[src/rtl/porc_defs.svh]
// register map, field positions, reset values and timing counts of the reset sequencer
`ifndef PORC_DEFS_SVH
`define PORC_DEFS_SVH

// register byte offsets
`define PORC_STRAP_OFF        32'h0000_0000
`define PORC_STATUS_OFF       32'h0000_0004
`define PORC_CTRL_OFF         32'h0000_0008
`define PORC_CFG_OFF          32'h0000_000c

// strap register fields
`define PORC_STRAP_BOOT_LSB   0
`define PORC_STRAP_WDOG_BIT   2
`define PORC_STRAP_NARROW_BIT 3
`define PORC_STRAP_POL_BIT    4
`define PORC_STRAP_RST        5'h00

// status register fields
`define PORC_STAT_STATE_LSB   0
`define PORC_STAT_DRIVE_BIT   2
`define PORC_STAT_LINE_BIT    3
`define PORC_STAT_CFGV_BIT    4

// control register fields
`define PORC_CTRL_SWHR_BIT    0

// configuration word register fields
`define PORC_CFG_WORD_W       16
`define PORC_CFG_SRC_BIT      16
`define PORC_CFG_RST          16'h0000

// timing counts, in input reference clock cycles
`define PORC_POR_MIN_CYCLES   16
`define PORC_RELEASE_CYCLES   521

`endif

[src/rtl/porc_pkg.sv]
// types shared by the reset sequencer modules
package porc_pkg;

   // sequencer states
   typedef enum logic [1:0] {
      PORC_POR_HOLD,
      PORC_RELEASE_WAIT,
      PORC_RUN,
      PORC_HARD_WAIT
   } porc_state_t;

   // who wrote the reset configuration word
   typedef enum logic {
      PORC_SRC_HOST,
      PORC_SRC_I2C
   } porc_src_t;

endpackage

[src/rtl/porc_cnt_if.sv]
// start and done handshake between the sequencer and its release counter
`timescale 1ns/1ps
`default_nettype none
interface porc_cnt_if;
   logic start;
   logic done;

   modport seq (output start, input done);
   modport cnt (input start, output done);
endinterface
`default_nettype wire

[src/rtl/porc_counter.sv]
// release delay counter: done rises COUNT cycles after a start pulse
`timescale 1ns/1ps
`default_nettype none
module porc_counter #(
   parameter int COUNT = 521,
   parameter int W     = 10
)(
   input  wire logic   clk_in,
   input  wire logic   rst_n_in,
   porc_cnt_if.cnt     cnt_if
);

   logic [W-1:0] cnt;
   logic         busy;
   logic [W-1:0] next_cnt;
   logic         next_busy;

   // refuse counts that do not fit the counter
   if (COUNT < 1 || COUNT > (2 ** W)) begin : g_bad_count
      $error("porc_counter: COUNT does not fit W bits");
   end

   assign cnt_if.done = busy && (cnt == '0);

   // load on start, count down, stop at zero
   always_comb begin
      next_cnt  = cnt;
      next_busy = busy;
      if (cnt_if.start) begin
         next_cnt  = W'(COUNT - 1);
         next_busy = 1'b1;
      end else if (busy && cnt != '0) begin
         next_cnt = cnt - W'(1);
      end else if (busy) begin
         next_busy = 1'b0;
      end
   end

   // counter registers
   always_ff @(posedge clk_in or negedge rst_n_in) begin
      if (!rst_n_in) begin
         cnt  <= '0;
         busy <= 1'b0;
      end else begin
         cnt  <= next_cnt;
         busy <= next_busy;
      end
   end

endmodule
`default_nettype wire

[src/rtl/porc_top.sv]
// power-on reset sequencer with strap capture, open-drain hard reset and AHB-Lite registers
//
// Implementation choices: the register offsets and register access over AHB-Lite.
`timescale 1ns/1ps
`default_nettype none
`include "porc_defs.svh"
module porc_top
   import porc_pkg::*;
#(
   parameter int CNT_W = 10
)(
   input  wire logic        clk_in,
   input  wire logic        rst_n_in,
   // board reset and straps
   input  wire logic        power_on_reset_n_in,
   input  wire logic [1:0]  boot_source_select_in,
   input  wire logic        watchdog_enable_strap_in,
   input  wire logic        host_narrow_bus_strap_in,
   input  wire logic        host_strobe_polarity_strap_in,
   // open-drain hard reset line
   input  wire logic        hard_reset_n_in,
   output logic             hard_reset_n_out,
   output logic             hard_reset_n_oe_n_out,
   // resets and configuration towards the device
   output logic             pll_dll_reset_out,
   output logic             core_reset_out,
   output logic [1:0]       boot_source_select_out,
   output logic             watchdog_enable_out,
   output logic             host_narrow_bus_out,
   output logic             host_strobe_polarity_out,
   output logic [15:0]      reset_cfg_word_out,
   output logic             reset_cfg_valid_out,
   // AHB-Lite slave
   input  wire logic        hsel_in,
   input  wire logic [31:0] haddr_in,
   input  wire logic [1:0]  htrans_in,
   input  wire logic        hwrite_in,
   input  wire logic [2:0]  hsize_in,
   input  wire logic [31:0] hwdata_in,
   input  wire logic        hready_in,
   output logic [31:0]      hrdata_out,
   output logic             hreadyout_out,
   output logic             hresp_out
);

   porc_cnt_if  cnt_bus ();

   porc_state_t state;
   porc_state_t next_state;
   logic        por_prev;
   logic        por_rise;
   logic        drive;
   logic        next_drive;
   logic        pll_rst;
   logic        next_pll_rst;
   logic        core_rst;
   logic        next_core_rst;
   logic [4:0]  straps;
   logic [4:0]  next_straps;
   logic [15:0] cfg_word;
   logic [15:0] next_cfg_word;
   logic        cfg_src;
   logic        next_cfg_src;
   logic        cfg_valid;
   logic        next_cfg_valid;
   logic        dp_valid;
   logic        dp_write;
   logic [31:0] dp_addr;
   logic [31:0] rdata;
   logic        next_dp_valid;
   logic        next_dp_write;
   logic [31:0] next_dp_addr;
   logic [31:0] next_rdata;
   logic        acc;
   logic        sw_hard_req;
   logic        cfg_write;

   // word-aligned register hit
   function automatic logic hit(input logic [31:0] addr, input logic [31:0] off);
      hit = (addr[31:2] == off[31:2]);
   endfunction

   porc_counter #(
      .COUNT (`PORC_RELEASE_CYCLES),
      .W     (CNT_W)
   ) u_cnt (
      .clk_in   (clk_in),
      .rst_n_in (rst_n_in),
      .cnt_if   (cnt_bus)
   );

   // open drain: the pin is only ever pulled low
   assign hard_reset_n_out      = 1'b0;
   assign hard_reset_n_oe_n_out = !drive;
   assign pll_dll_reset_out     = pll_rst;
   assign core_reset_out        = core_rst;
   assign por_rise              = power_on_reset_n_in && !por_prev;
   assign {host_strobe_polarity_out, host_narrow_bus_out, watchdog_enable_out, boot_source_select_out} = straps;
   assign reset_cfg_word_out    = cfg_word;
   assign reset_cfg_valid_out   = cfg_valid;

   // AHB-Lite: zero wait states, always OKAY
   assign hreadyout_out = 1'b1;
   assign hresp_out     = 1'b0;
   assign hrdata_out    = rdata;
   assign acc           = hsel_in && htrans_in[1] && hready_in && (hsize_in == 3'h2);
   assign sw_hard_req   = dp_valid && dp_write && hit(dp_addr, `PORC_CTRL_OFF)
                          && hwdata_in[`PORC_CTRL_SWHR_BIT];
   // configuration word only taken while the power-on release is counting
   assign cfg_write     = dp_valid && dp_write && hit(dp_addr, `PORC_CFG_OFF)
                          && (state == PORC_RELEASE_WAIT);

   // sequencer next state
   always_comb begin
      next_state    = state;
      cnt_bus.start = 1'b0;
      if (!power_on_reset_n_in) begin
         next_state = PORC_POR_HOLD;
      end else begin
         case (state)
            PORC_POR_HOLD: begin
               if (por_rise) begin
                  next_state    = PORC_RELEASE_WAIT;
                  cnt_bus.start = 1'b1;
               end
            end
            PORC_RELEASE_WAIT: begin
               if (cnt_bus.done) begin
                  next_state = PORC_RUN;
               end
            end
            PORC_RUN: begin
               if (sw_hard_req || !hard_reset_n_in) begin
                  next_state    = PORC_HARD_WAIT;
                  cnt_bus.start = 1'b1;
               end
            end
            PORC_HARD_WAIT: begin
               if (cnt_bus.done) begin
                  next_state = PORC_RUN;
               end
            end
            default: next_state = PORC_POR_HOLD;
         endcase
      end
      next_drive    = (next_state != PORC_RUN);
      next_core_rst = (next_state != PORC_RUN);
      next_pll_rst  = (next_state == PORC_POR_HOLD);
   end

   // sequencer registers
   always_ff @(posedge clk_in or negedge rst_n_in) begin
      if (!rst_n_in) begin
         state    <= PORC_POR_HOLD;
         por_prev <= 1'b0;
         drive    <= 1'b1;
         core_rst <= 1'b1;
         pll_rst  <= 1'b1;
      end else begin
         state    <= next_state;
         por_prev <= power_on_reset_n_in;
         drive    <= next_drive;
         core_rst <= next_core_rst;
         pll_rst  <= next_pll_rst;
      end
   end

   // strap capture and configuration word
   always_comb begin
      next_straps    = straps;
      next_cfg_word  = cfg_word;
      next_cfg_src   = cfg_src;
      next_cfg_valid = cfg_valid;
      if (state == PORC_POR_HOLD && por_rise) begin
         next_straps = {host_strobe_polarity_strap_in, host_narrow_bus_strap_in,
                        watchdog_enable_strap_in, boot_source_select_in};
      end
      if (!power_on_reset_n_in) begin
         next_cfg_valid = 1'b0;
      end else if (cfg_write) begin
         next_cfg_word  = hwdata_in[`PORC_CFG_WORD_W-1:0];
         next_cfg_src   = hwdata_in[`PORC_CFG_SRC_BIT];
         next_cfg_valid = 1'b1;
      end
   end

   // configuration registers
   always_ff @(posedge clk_in or negedge rst_n_in) begin
      if (!rst_n_in) begin
         straps    <= `PORC_STRAP_RST;
         cfg_word  <= `PORC_CFG_RST;
         cfg_src   <= 1'b0;
         cfg_valid <= 1'b0;
      end else begin
         straps    <= next_straps;
         cfg_word  <= next_cfg_word;
         cfg_src   <= next_cfg_src;
         cfg_valid <= next_cfg_valid;
      end
   end

   // bus address phase capture and read mux
   always_comb begin
      next_dp_valid = acc;
      next_dp_write = acc && hwrite_in;
      next_dp_addr  = acc ? haddr_in : dp_addr;
      next_rdata    = 32'h0000_0000;
      if (acc && !hwrite_in) begin
         if (hit(haddr_in, `PORC_STRAP_OFF)) begin
            next_rdata[4:0] = straps;
         end else if (hit(haddr_in, `PORC_STATUS_OFF)) begin
            next_rdata[`PORC_STAT_STATE_LSB +: 2] = state;
            next_rdata[`PORC_STAT_DRIVE_BIT]      = drive;
            next_rdata[`PORC_STAT_LINE_BIT]       = !hard_reset_n_in;
            next_rdata[`PORC_STAT_CFGV_BIT]       = cfg_valid;
         end else if (hit(haddr_in, `PORC_CFG_OFF)) begin
            next_rdata[`PORC_CFG_WORD_W-1:0] = cfg_word;
            next_rdata[`PORC_CFG_SRC_BIT]    = cfg_src;
         end
      end
   end

   // bus registers
   always_ff @(posedge clk_in or negedge rst_n_in) begin
      if (!rst_n_in) begin
         dp_valid <= 1'b0;
         dp_write <= 1'b0;
         dp_addr  <= 32'h0000_0000;
         rdata    <= 32'h0000_0000;
      end else begin
         dp_valid <= next_dp_valid;
         dp_write <= next_dp_write;
         dp_addr  <= next_dp_addr;
         rdata    <= next_rdata;
      end
   end

   // cycles since the last power-on release, checker helper
   logic [11:0] since_rise;
   always_ff @(posedge clk_in or negedge rst_n_in) begin
      if (!rst_n_in) begin
         since_rise <= 12'hfff;
      end else if (por_rise) begin
         since_rise <= 12'h000;
      end else if (since_rise != 12'hfff) begin
         since_rise <= since_rise + 12'h001;
      end
   end
endmodule
`default_nettype wire
[config.mk]
export PLATFORM = sky130hd
export DESIGN_NAME = porc_top
export DESIGN_NICKNAME = d
export VERILOG_FILES = /design/src/rtl/porc_pkg.sv /design/src/rtl/porc_cnt_if.sv /design/src/rtl/porc_counter.sv /design/src/rtl/porc_top.sv
export VERILOG_INCLUDE_DIRS = /design/src /design/src/rtl
export SDC_FILE = /design/constraint.sdc
export NUM_CORES = 1
export LEC_CHECK = 0
export BUFFER_PORTS_ARGS = -buffer_cell sky130_fd_sc_hd__buf_2
export CAP_MARGIN = 0
export CORE_UTILIZATION = 49
export DETAILED_ROUTE_END_ITERATION = 8
export PLACE_DENSITY = 0.89
export SLEW_MARGIN = 5
export SYNTH_ARGS = -nofsm -noshare
export SYNTH_HDL_FRONTEND = slang
export SYNTH_HIERARCHICAL = 1
export SYNTH_SLANG_ARGS = --single-unit
[constraint.sdc]
create_clock -name clk_in -period 2.95 [get_ports clk_in]
set_clock_uncertainty 0.05 [all_clocks]
set_input_delay 0.295 -clock clk_in [delete_from_list [all_inputs] [get_ports clk_in]]
set_output_delay 0.295 -clock clk_in [all_outputs]
set_load 0.05 [all_outputs]
== Word-level counts from Yosys, hierarchy flattened ==
Cells that the tools add are included.
Word-level totals
  bits in registers: 90
  input port bits: 81
  output and inout bits: 60
Operators by class
  add/subtract/negate cells: 1
  equality and inequality tests: 11
  muxes and demuxes: 21
  reductions and logical operators: 27
Operators by type and width (number)
  30-bit by 2-bit == test with 1-bit output, second input constant: 3
  17-bit 2-to-1 mux: 2
  30-bit by 1-bit == test with 1-bit output, second input constant: 1
  30-bit logical NOT: 1
  12-bit 2-to-1 mux: 2
  10-bit 2-to-1 mux: 2
  1-bit logical AND: 14
  10-bit logical NOT: 1
  5-bit 2-to-1 mux: 2
  10-bit nonzero test: 1
  10-bit by 1-bit subtractor with 10-bit output, second input constant: 1
  2-bit 2-to-1 mux: 4
  1-bit 2-to-1 mux: 7
  2-bit one-hot mux with 3 select lines: 1
  2-bit == test, second input constant: 2
  1-bit logical NOT: 4
  2-bit logical NOT: 2
  2-bit != test, second input constant: 2
  3-bit by 2-bit == test with 1-bit output, second input constant: 1
  2-bit by 1-bit == test with 1-bit output, second input constant: 1
  2-bit by 1-bit != test with 1-bit output, second input constant: 1
  1-bit one-hot mux with 2 select lines: 1
  2-bit AND reduction: 1
  2-bit nonzero test: 1
  other kinds (2): 2

== Depth between registers and ports, before layout ==
Gate-level depths: netlist (run 1).
  depth after elaboration: 8
  mapped depth: 8
  mapped depth without buffers: 8

== Modules after synthesis ==
The synthesis (run 1) kept the hierarchy.
Modules (own cells, without submodules)
  porc_top: times used 1, cells each 241, area an instance 3220.6 um^2
  porc_counter: times used 1, cells each 72, area an instance 665.6 um^2

== Least setup slack after synthesis (run 1) ==
No wires, ideal clock.
  path type: flip-flop to flip-flop
  start point: register dp_addr[13]
  end point: register u_cnt.cnt[5]
  data arrival time: 2.329 ns
  required time: 2.772 ns
  slack: 0.443 ns
  cell stages (with the launch flop): 8
  buffers on the path: 1
  cell sequence: dfrtp_1 nor4_1 nand4_1 or4_2 a31oi_1 buf_2 nor2_1 mux2_1
Between the ends
  word-level cells in the longest chain between the ends: 8
  elaborated cells on any way between the ends: 9
  those cells by class: eq/ne (1); mux (4); reduce/logical (4)
RTL lines
  start, declared: RTL line porc_top.sv:68  | logic [31:0] dp_addr;
  start signal, assigned: RTL line porc_top.sv:233  | dp_addr <= next_dp_addr;
  30-bit by 2-bit == test with 1-bit output (*): RTL line porc_top.sv:80  | hit = (addr[31:2] == off[31:2]);
  1-bit logical AND (*) (2 in a row): RTL line porc_top.sv:107  | assign sw_hard_req = dp_valid && dp_write && hit(dp_addr, `PORC_CTRL_OFF)
  1-bit logical OR (*): RTL line porc_top.sv:133  | if (sw_hard_req || !hard_reset_n_in) begin
  1-bit 2-to-1 mux (*): RTL line porc_top.sv:133
  1-bit one-hot mux with 2 select lines (*): RTL line porc_top.sv:120  | case (state)
  1-bit 2-to-1 mux (*): RTL line porc_top.sv:117  | if (!power_on_reset_n_in) begin
  named net cnt_bus.start: RTL line porc_cnt_if.sv:5  | logic start;
  10-bit 2-to-1 mux / 2-bit nonzero test (equally long branches)
  end signal, assigned: RTL line porc_counter.sv:45  | cnt <= next_cnt;
  end, declared: RTL line porc_counter.sv:13  | logic [W-1:0] cnt;
The timed path passes the listed nets; every way through them passes the cells marked *.
A chain may end at the register's enable or synchronous reset.

== Final worst setup path (run 1) ==
Same ends and word-level chain as after synthesis.

==> results of run 1 <==
-- cell families (layout without fill, tap and decap cells) --
kind of cell	after synthesis	count (layout)	synth area share (%)
AO/OA/AOI/OAI	30	30	5.09
adder cells (fa/ha/maj)	1	1	0.322
buffers and inverters	39	136	5.73
flip-flops	88	88	56.7
multiplexers	60	60	17.2
other	2	18	0.193
AND/OR/NAND/NOR	93	93	14.8
-- metrics by stage --
| step | cells | worst slack [ns] | utilization [%] | hold slack (ns) |
|---|---|---|---|---|
| floorplan | 329 | 0.443 | - | -0.0506 |
| global placement | 512 | 0.307 | 58.0 | 0.410 |
| detailed placement | 512 | 0.259 | 58.0 | 0.419 |
| CTS | 528 | 0.195 | 61.1 | 0.0826 |
| global route | 528 | 0.0893 | 61.1 | 0.0879 |
| finish | 528 | 0.216 | 61.1 | 0.0638 |
-- sequential cells by signal, summed over array words and instances, names as in the netlist, 2 cells and up --
signal,cells
state,2
dp_addr,30
straps,5
reset_cfg_word_out,16
hrdata_out,17
u_cnt/cnt,10
-- placed cells by master (no fill, tap or decap), types with 5 or more instances in the layout --
master and n:
buf_2 103, nor4_1 14, mux2_2 52, inv_1 11, conb_1 18, nand3_1 9, a21oi_1 5, nand2_1 10
nand4_1 5, nor3_1 6, mux2i_1 7, o21ai_0 9, and2_1 19, a31oi_1 5, clkbuf_8 11, dfrtp_1 86
nor2_1 6
-- worst paths after layout --
kind                                startpoint                     to  slack [ns]  cells after the start
min in group clk_in        power_on_reset_n_in               por_prev        0.09                      1
max in group asynchronous             rst_n_in            dp_addr[26]        2.09                      1
hold reg to reg                        cfg_src         hrdata_out[16]        0.43                      1
hold / removal                        rst_n_in  reset_cfg_word_out[3]        0.06                      1
setup reg to reg                   dp_addr[13]           u_cnt/cnt[5]        0.22                      7
setup / recovery                   dp_addr[13]           u_cnt/cnt[5]        0.22                      7
-- power by group through the flow --
stage | Combinational [uW] | Clock [uW] | Sequential (uW)
after floorplan | 444 | 0 | 1600
after global placement | 662 | 0 | 1540
after detailed placement | 693 | 0 | 1550
after CTS | 697 | 975 | 1530
after global routing | 760 | 1010 | 1560
final | 688 | 960 | 1530
-- metal layers --
metal	track usage (%)	up-vias	share of wire (%)
met5	0	-	0
met4	8.60	0	1.8
met3	3.60	14	4.1
met2	35.5	89	52
met1	24.9	1377	42
li1	-	1310	-
-- worst max-delay path: stages, from the launching register on --
cell and delay (ns):
dfrtp_1 0.38, nor4_1 0.38, nand4_1 0.25, or4_2 0.70
a31oi_1 0.34, buf_12 0.18, nor2_1 0.04, mux2_1 0.29
-- layout make-up --
class	instances	area (um^2)	share of cell area (%)
multi-input cells	202	1520	32.3
clock buffers	11	151	3.22
repair buffers	108	566	12.0
clock inverters	5	85.1	1.81
inverters	12	45.0	0.959
well taps	102	128	2.72
flip-flops and latches	88	2200	46.9
==> run metrics, run 1 <==
design area=4700 um^2; Clock Pin Slew Worst Setup and Hold Paths=0.09 ns; worst slew pin tran=1.07 ns; Critical Path RT=3.13 ns; CTS Buf Count=9; gr usage total=20.4%; # nets final=503; DRT Pass-1 Iters=4; #FFs+latches synth=88; area grow syn2layout=20.9%; Netlist cell types=48; vias=2790; Synth warnings=6; DRT antenna net count=0; Chip Width=91.1 um; Power, Total=3180 uW; max cap viols=0; Pwr per Cell Area=677 nW/um^2; f_max=366 MHz; Starting Density=50.6%; largest net degree at the start of global routing=89; first-pass GRT wire length=13100 um; hpwl dp=5790 um; hold-fix buffers at CTS=0; clk sinks=88; Top FF cell, synth=dfrtp_1; Clock Latency Late Sink=0.35 ns; Synth top area share=55.4%; Core Footprint=7690 um^2; vias in the first global route=2761; total wire length=7970 um; top cells by count, synth=86 x dfrtp_1, 52 x mux2_2, 19 x and2_1; P_sw=990 uW; PortBufs=104; RSZ-0062 raised after global routing=false; Final Cycle Share=92.7%; total congestion overflow=0; crit path kind=reg -> reg; sequential share of power=48.1%; EDFF count, synth=0; root buffer cell=clkbuf_8; GPL Wtd Cong=0.820; ranking of synthesized cells by area=dfrtp_1 55%, mux2_2 15%, buf_4 3.5%, and2_1 3.1%, nor4_1 2.3%; DRT iter0 DRCs=138; Max FO, Critical Path=14; maximum buffer depth of the clock tree=2; Core Rows=32; IO Count=141; Syn Std Cell Area=3890 um^2; WL/cell=15.1 um; Die ar.=8290 um^2; DRC Markers=0; share of cells above drive strength 1=43.2%; Seq/Total Area, Yosys=56.7%; setup_tns=0 ns; cell count after synthesis=313; CTS tree=yes; crit start category=flop; Worst slew margin=28.9%; Mean Syn Cell Area=12.4 um^2; Tmin final=2.73 ns; CTS resizes=0; final slew viol count=0; antenna cell count=0; Hold Vio Cnt, Final=0; Leakage Power=0.00240 uW; die height=91.1 um; worst vdd ir=0.414 mV; layout filler cell count=637; top-count cell post-synth=dfrtp_1; DP Area=4460 um^2; antenna violations before repair=0; Comb power frac=21.7%; Synth async-reset ratio=100%; Switching Fraction=31.1%; post-synth top area cell=dfrtp_1; Post-CTS Setup Repair Bufs=0; Hold Path Class=in -> async; cell-internal power=2190 uW; final setup fails=0; H-tree depth=3; CP Data Arrival Time=2.92 ns; via density per instance=5.28; status=complete, no violations; Clock power frac=30.2%; Crit. End Element=flop
Power figures use the tool's default switching activity.
==> inputs of run 2 (changes only) <==
- CAP_MARGIN: 0 -> 20
- SLEW_MARGIN: 5 -> 0
- clock period: 2.95 -> 3.06 ns (I/O delays scaled with it)
==> run metrics, run 2 (same netlist as run 1, synthesis figures left out) <==
Die ar.=8290 um^2 (unchanged); setup_tns=0 ns (unchanged); maximum buffer depth of the clock tree=2 (unchanged); Core Footprint=7690 um^2 (unchanged); max reg flops=30 (unchanged); Critical Path RT=3.24 ns (+0.11 ns); most frequent cells in the layout=103 x buf_2, 86 x dfrtp_1, 52 x mux2_2; root buffer cell=clkbuf_8; Pwr per Cell Area=623 nW/um^2 (-7.9%); non-filler cells, final=529 (+0.19%); final setup fails=0 (unchanged); # nets final=505 (+0.40%); layout filler cell count=614 (-3.6%); vias in the first global route=2733 (-1.0%); vias=2828 (+1.4%); FF/Latch Area=2200 um^2 (unchanged); Starting Density=50.6% (unchanged); H-tree depth=3 (unchanged); Cells after DPL=512 (unchanged); antenna violations before repair=0 (unchanged); share of cells above drive strength 1=42.9% (-0.34 points); Max FO, Critical Path=14 (unchanged); first-pass GRT wire length=12900 um (-1.4%); Hold Vio Cnt, Final=0 (unchanged); DRT antenna net count=0 (unchanged); total wire length=7930 um (-0.54%); hold-fix buffers at CTS=0 (unchanged); Core Rows=32 (unchanged); DRT Pass-1 Iters=4 (unchanged); GPL Wtd Cong=0.851 (+3.8%); area grow syn2layout=20.2%; crit path kind=reg -> reg; worst setup slack after layout=0.333 ns (+0.117 ns); CTS Buf Count=9 (unchanged); Clock Latency Late Sink=0.35 ns (about the same); via density per instance=5.35 (+1.2%); Biggest register=dp_addr; RSZ-0062 raised after global routing=false; worst vdd ir=0.386 mV (-6.6%); gr usage total=20.0% (-0.37 points); multi-input combinational cell area=1520 um^2 (unchanged); DP Worst Slack=0.381 ns (+0.122 ns); crit start category=flop; hpwl dp=5790 um (about the same); Chip Width=91.1 um (unchanged); DRT iter0 DRCs=193 (+40%); largest net degree at the start of global routing=89 (unchanged); max cap viols=0 (unchanged); CP Data Arrival Time=2.91 ns (about the same); Crit. End Element=flop; CTS resizes=0 (unchanged); worst slew pin tran=0.684 ns (-0.383 ns); Worst slew margin=54.1% (+25 points); Leakage Power=0.00239 uW (-0.43%); antenna cell count=0 (unchanged); total congestion overflow=0 (unchanged); clk sinks=88 (unchanged); Final Cycle Share=89.1% (-3.6 points); f_max=367 MHz (+0.27%); Hold Path Class=in -> reg; CTS tree=yes; WL/cell=15.0 um (-0.73%); status=complete, no violations; PortBufs=104 (unchanged); die height=91.1 um (unchanged); most common cell after layout, fill and taps aside=buf_2; Clock Pin Slew Worst Setup and Hold Paths=0.08 ns (about the same); final slew viol count=0 (unchanged); Tmin final=2.73 ns (-0.00726 ns); IO Count=141 (unchanged); Post-CTS Setup Repair Bufs=0 (unchanged); DRC Markers=0 (unchanged)
run 2: cell types whose count changed in the layout (fill, tap and decap cells not counted):
cell,change
buf_12,-1
dlygate4sd3_1,+1
clkinv_2,+2
bufinv_16,-1
clkbuf_1,+1
buf_16,+1
buf_4,+1
inv_6,-1
clkbuf_8,-2
run 2: final timing paths:
kind / slack (ns) / endpoint / from / cells past startpoint
max: 0.33 / u_cnt/cnt[0] / dp_addr[13] / 8
min: 0.11 / por_prev / power_on_reset_n_in / 1
max reg2reg: 0.33 / u_cnt/cnt[0] / dp_addr[13] / 8
min reg2reg: 0.45 / hrdata_out[12] / reset_cfg_word_out[12] / 1
max in group asynchronous: 2.01 / pll_dll_reset_out / rst_n_in / 3
min in group asynchronous: 0.33 / reset_cfg_word_out[4] / rst_n_in / 2
run 2: worst max-delay path: stages, from the launching register on:
cell,delay [ns]
dfrtp_1,0.39
nor4_1,0.38
nand4_1,0.26
or4_2,0.73
a31oi_1,0.19
buf_4,0.21
nor2b_1,0.09
a22oi_1,0.20
nand3_1,0.10
run 2: final cells by class:
class / instances / area share, %
tap: 102 / 2.73
multi-input combinational: 202 / 32.5
sequential: 88 / 47.2
clock buffer: 10 / 2.73
timing repair buffer: 110 / 12.6
inverter: 12 / 0.964
clock inverter: 5 / 1.21
run 2: per-stage QoR:
| step | util [%] | hold WS (ns) | total power (uW) | instance area (um^2) |
|---|---|---|---|---|
| after global routing | 60.8 | 0.103 | 3070 | 4670 |
| final | 60.8 | 0.111 | 2910 | 4670 |
| after detailed placement | 57.9 | 0.426 | 2160 | 4450 |
| after global placement | 57.9 | 0.410 | 2120 | 4450 |
| after floorplan | - | -0.0396 | 1970 | 3950 |
| after CTS | 60.3 | 0.0960 | 2920 | 4630 |
run 2: layer usage:
layer	share of wire [%]	routed length (um)	track usage, %
met4	1.2	93	5.16
met1	42	3330	24.5
met2	52	4110	35.5
met3	5.0	396	4.69
met5	0	0	0
run 2: power by group:
part / leakage [uW] / internal (uW) / switching, uW / total (uW)
sequential: 0.00113 / 1330 / 148 / 1470
combinational: 0.00117 / 276 / 396 / 672
clock: 0.0000925 / 373 / 391 / 764
total: 0.00239 / 1980 / 935 / 2910
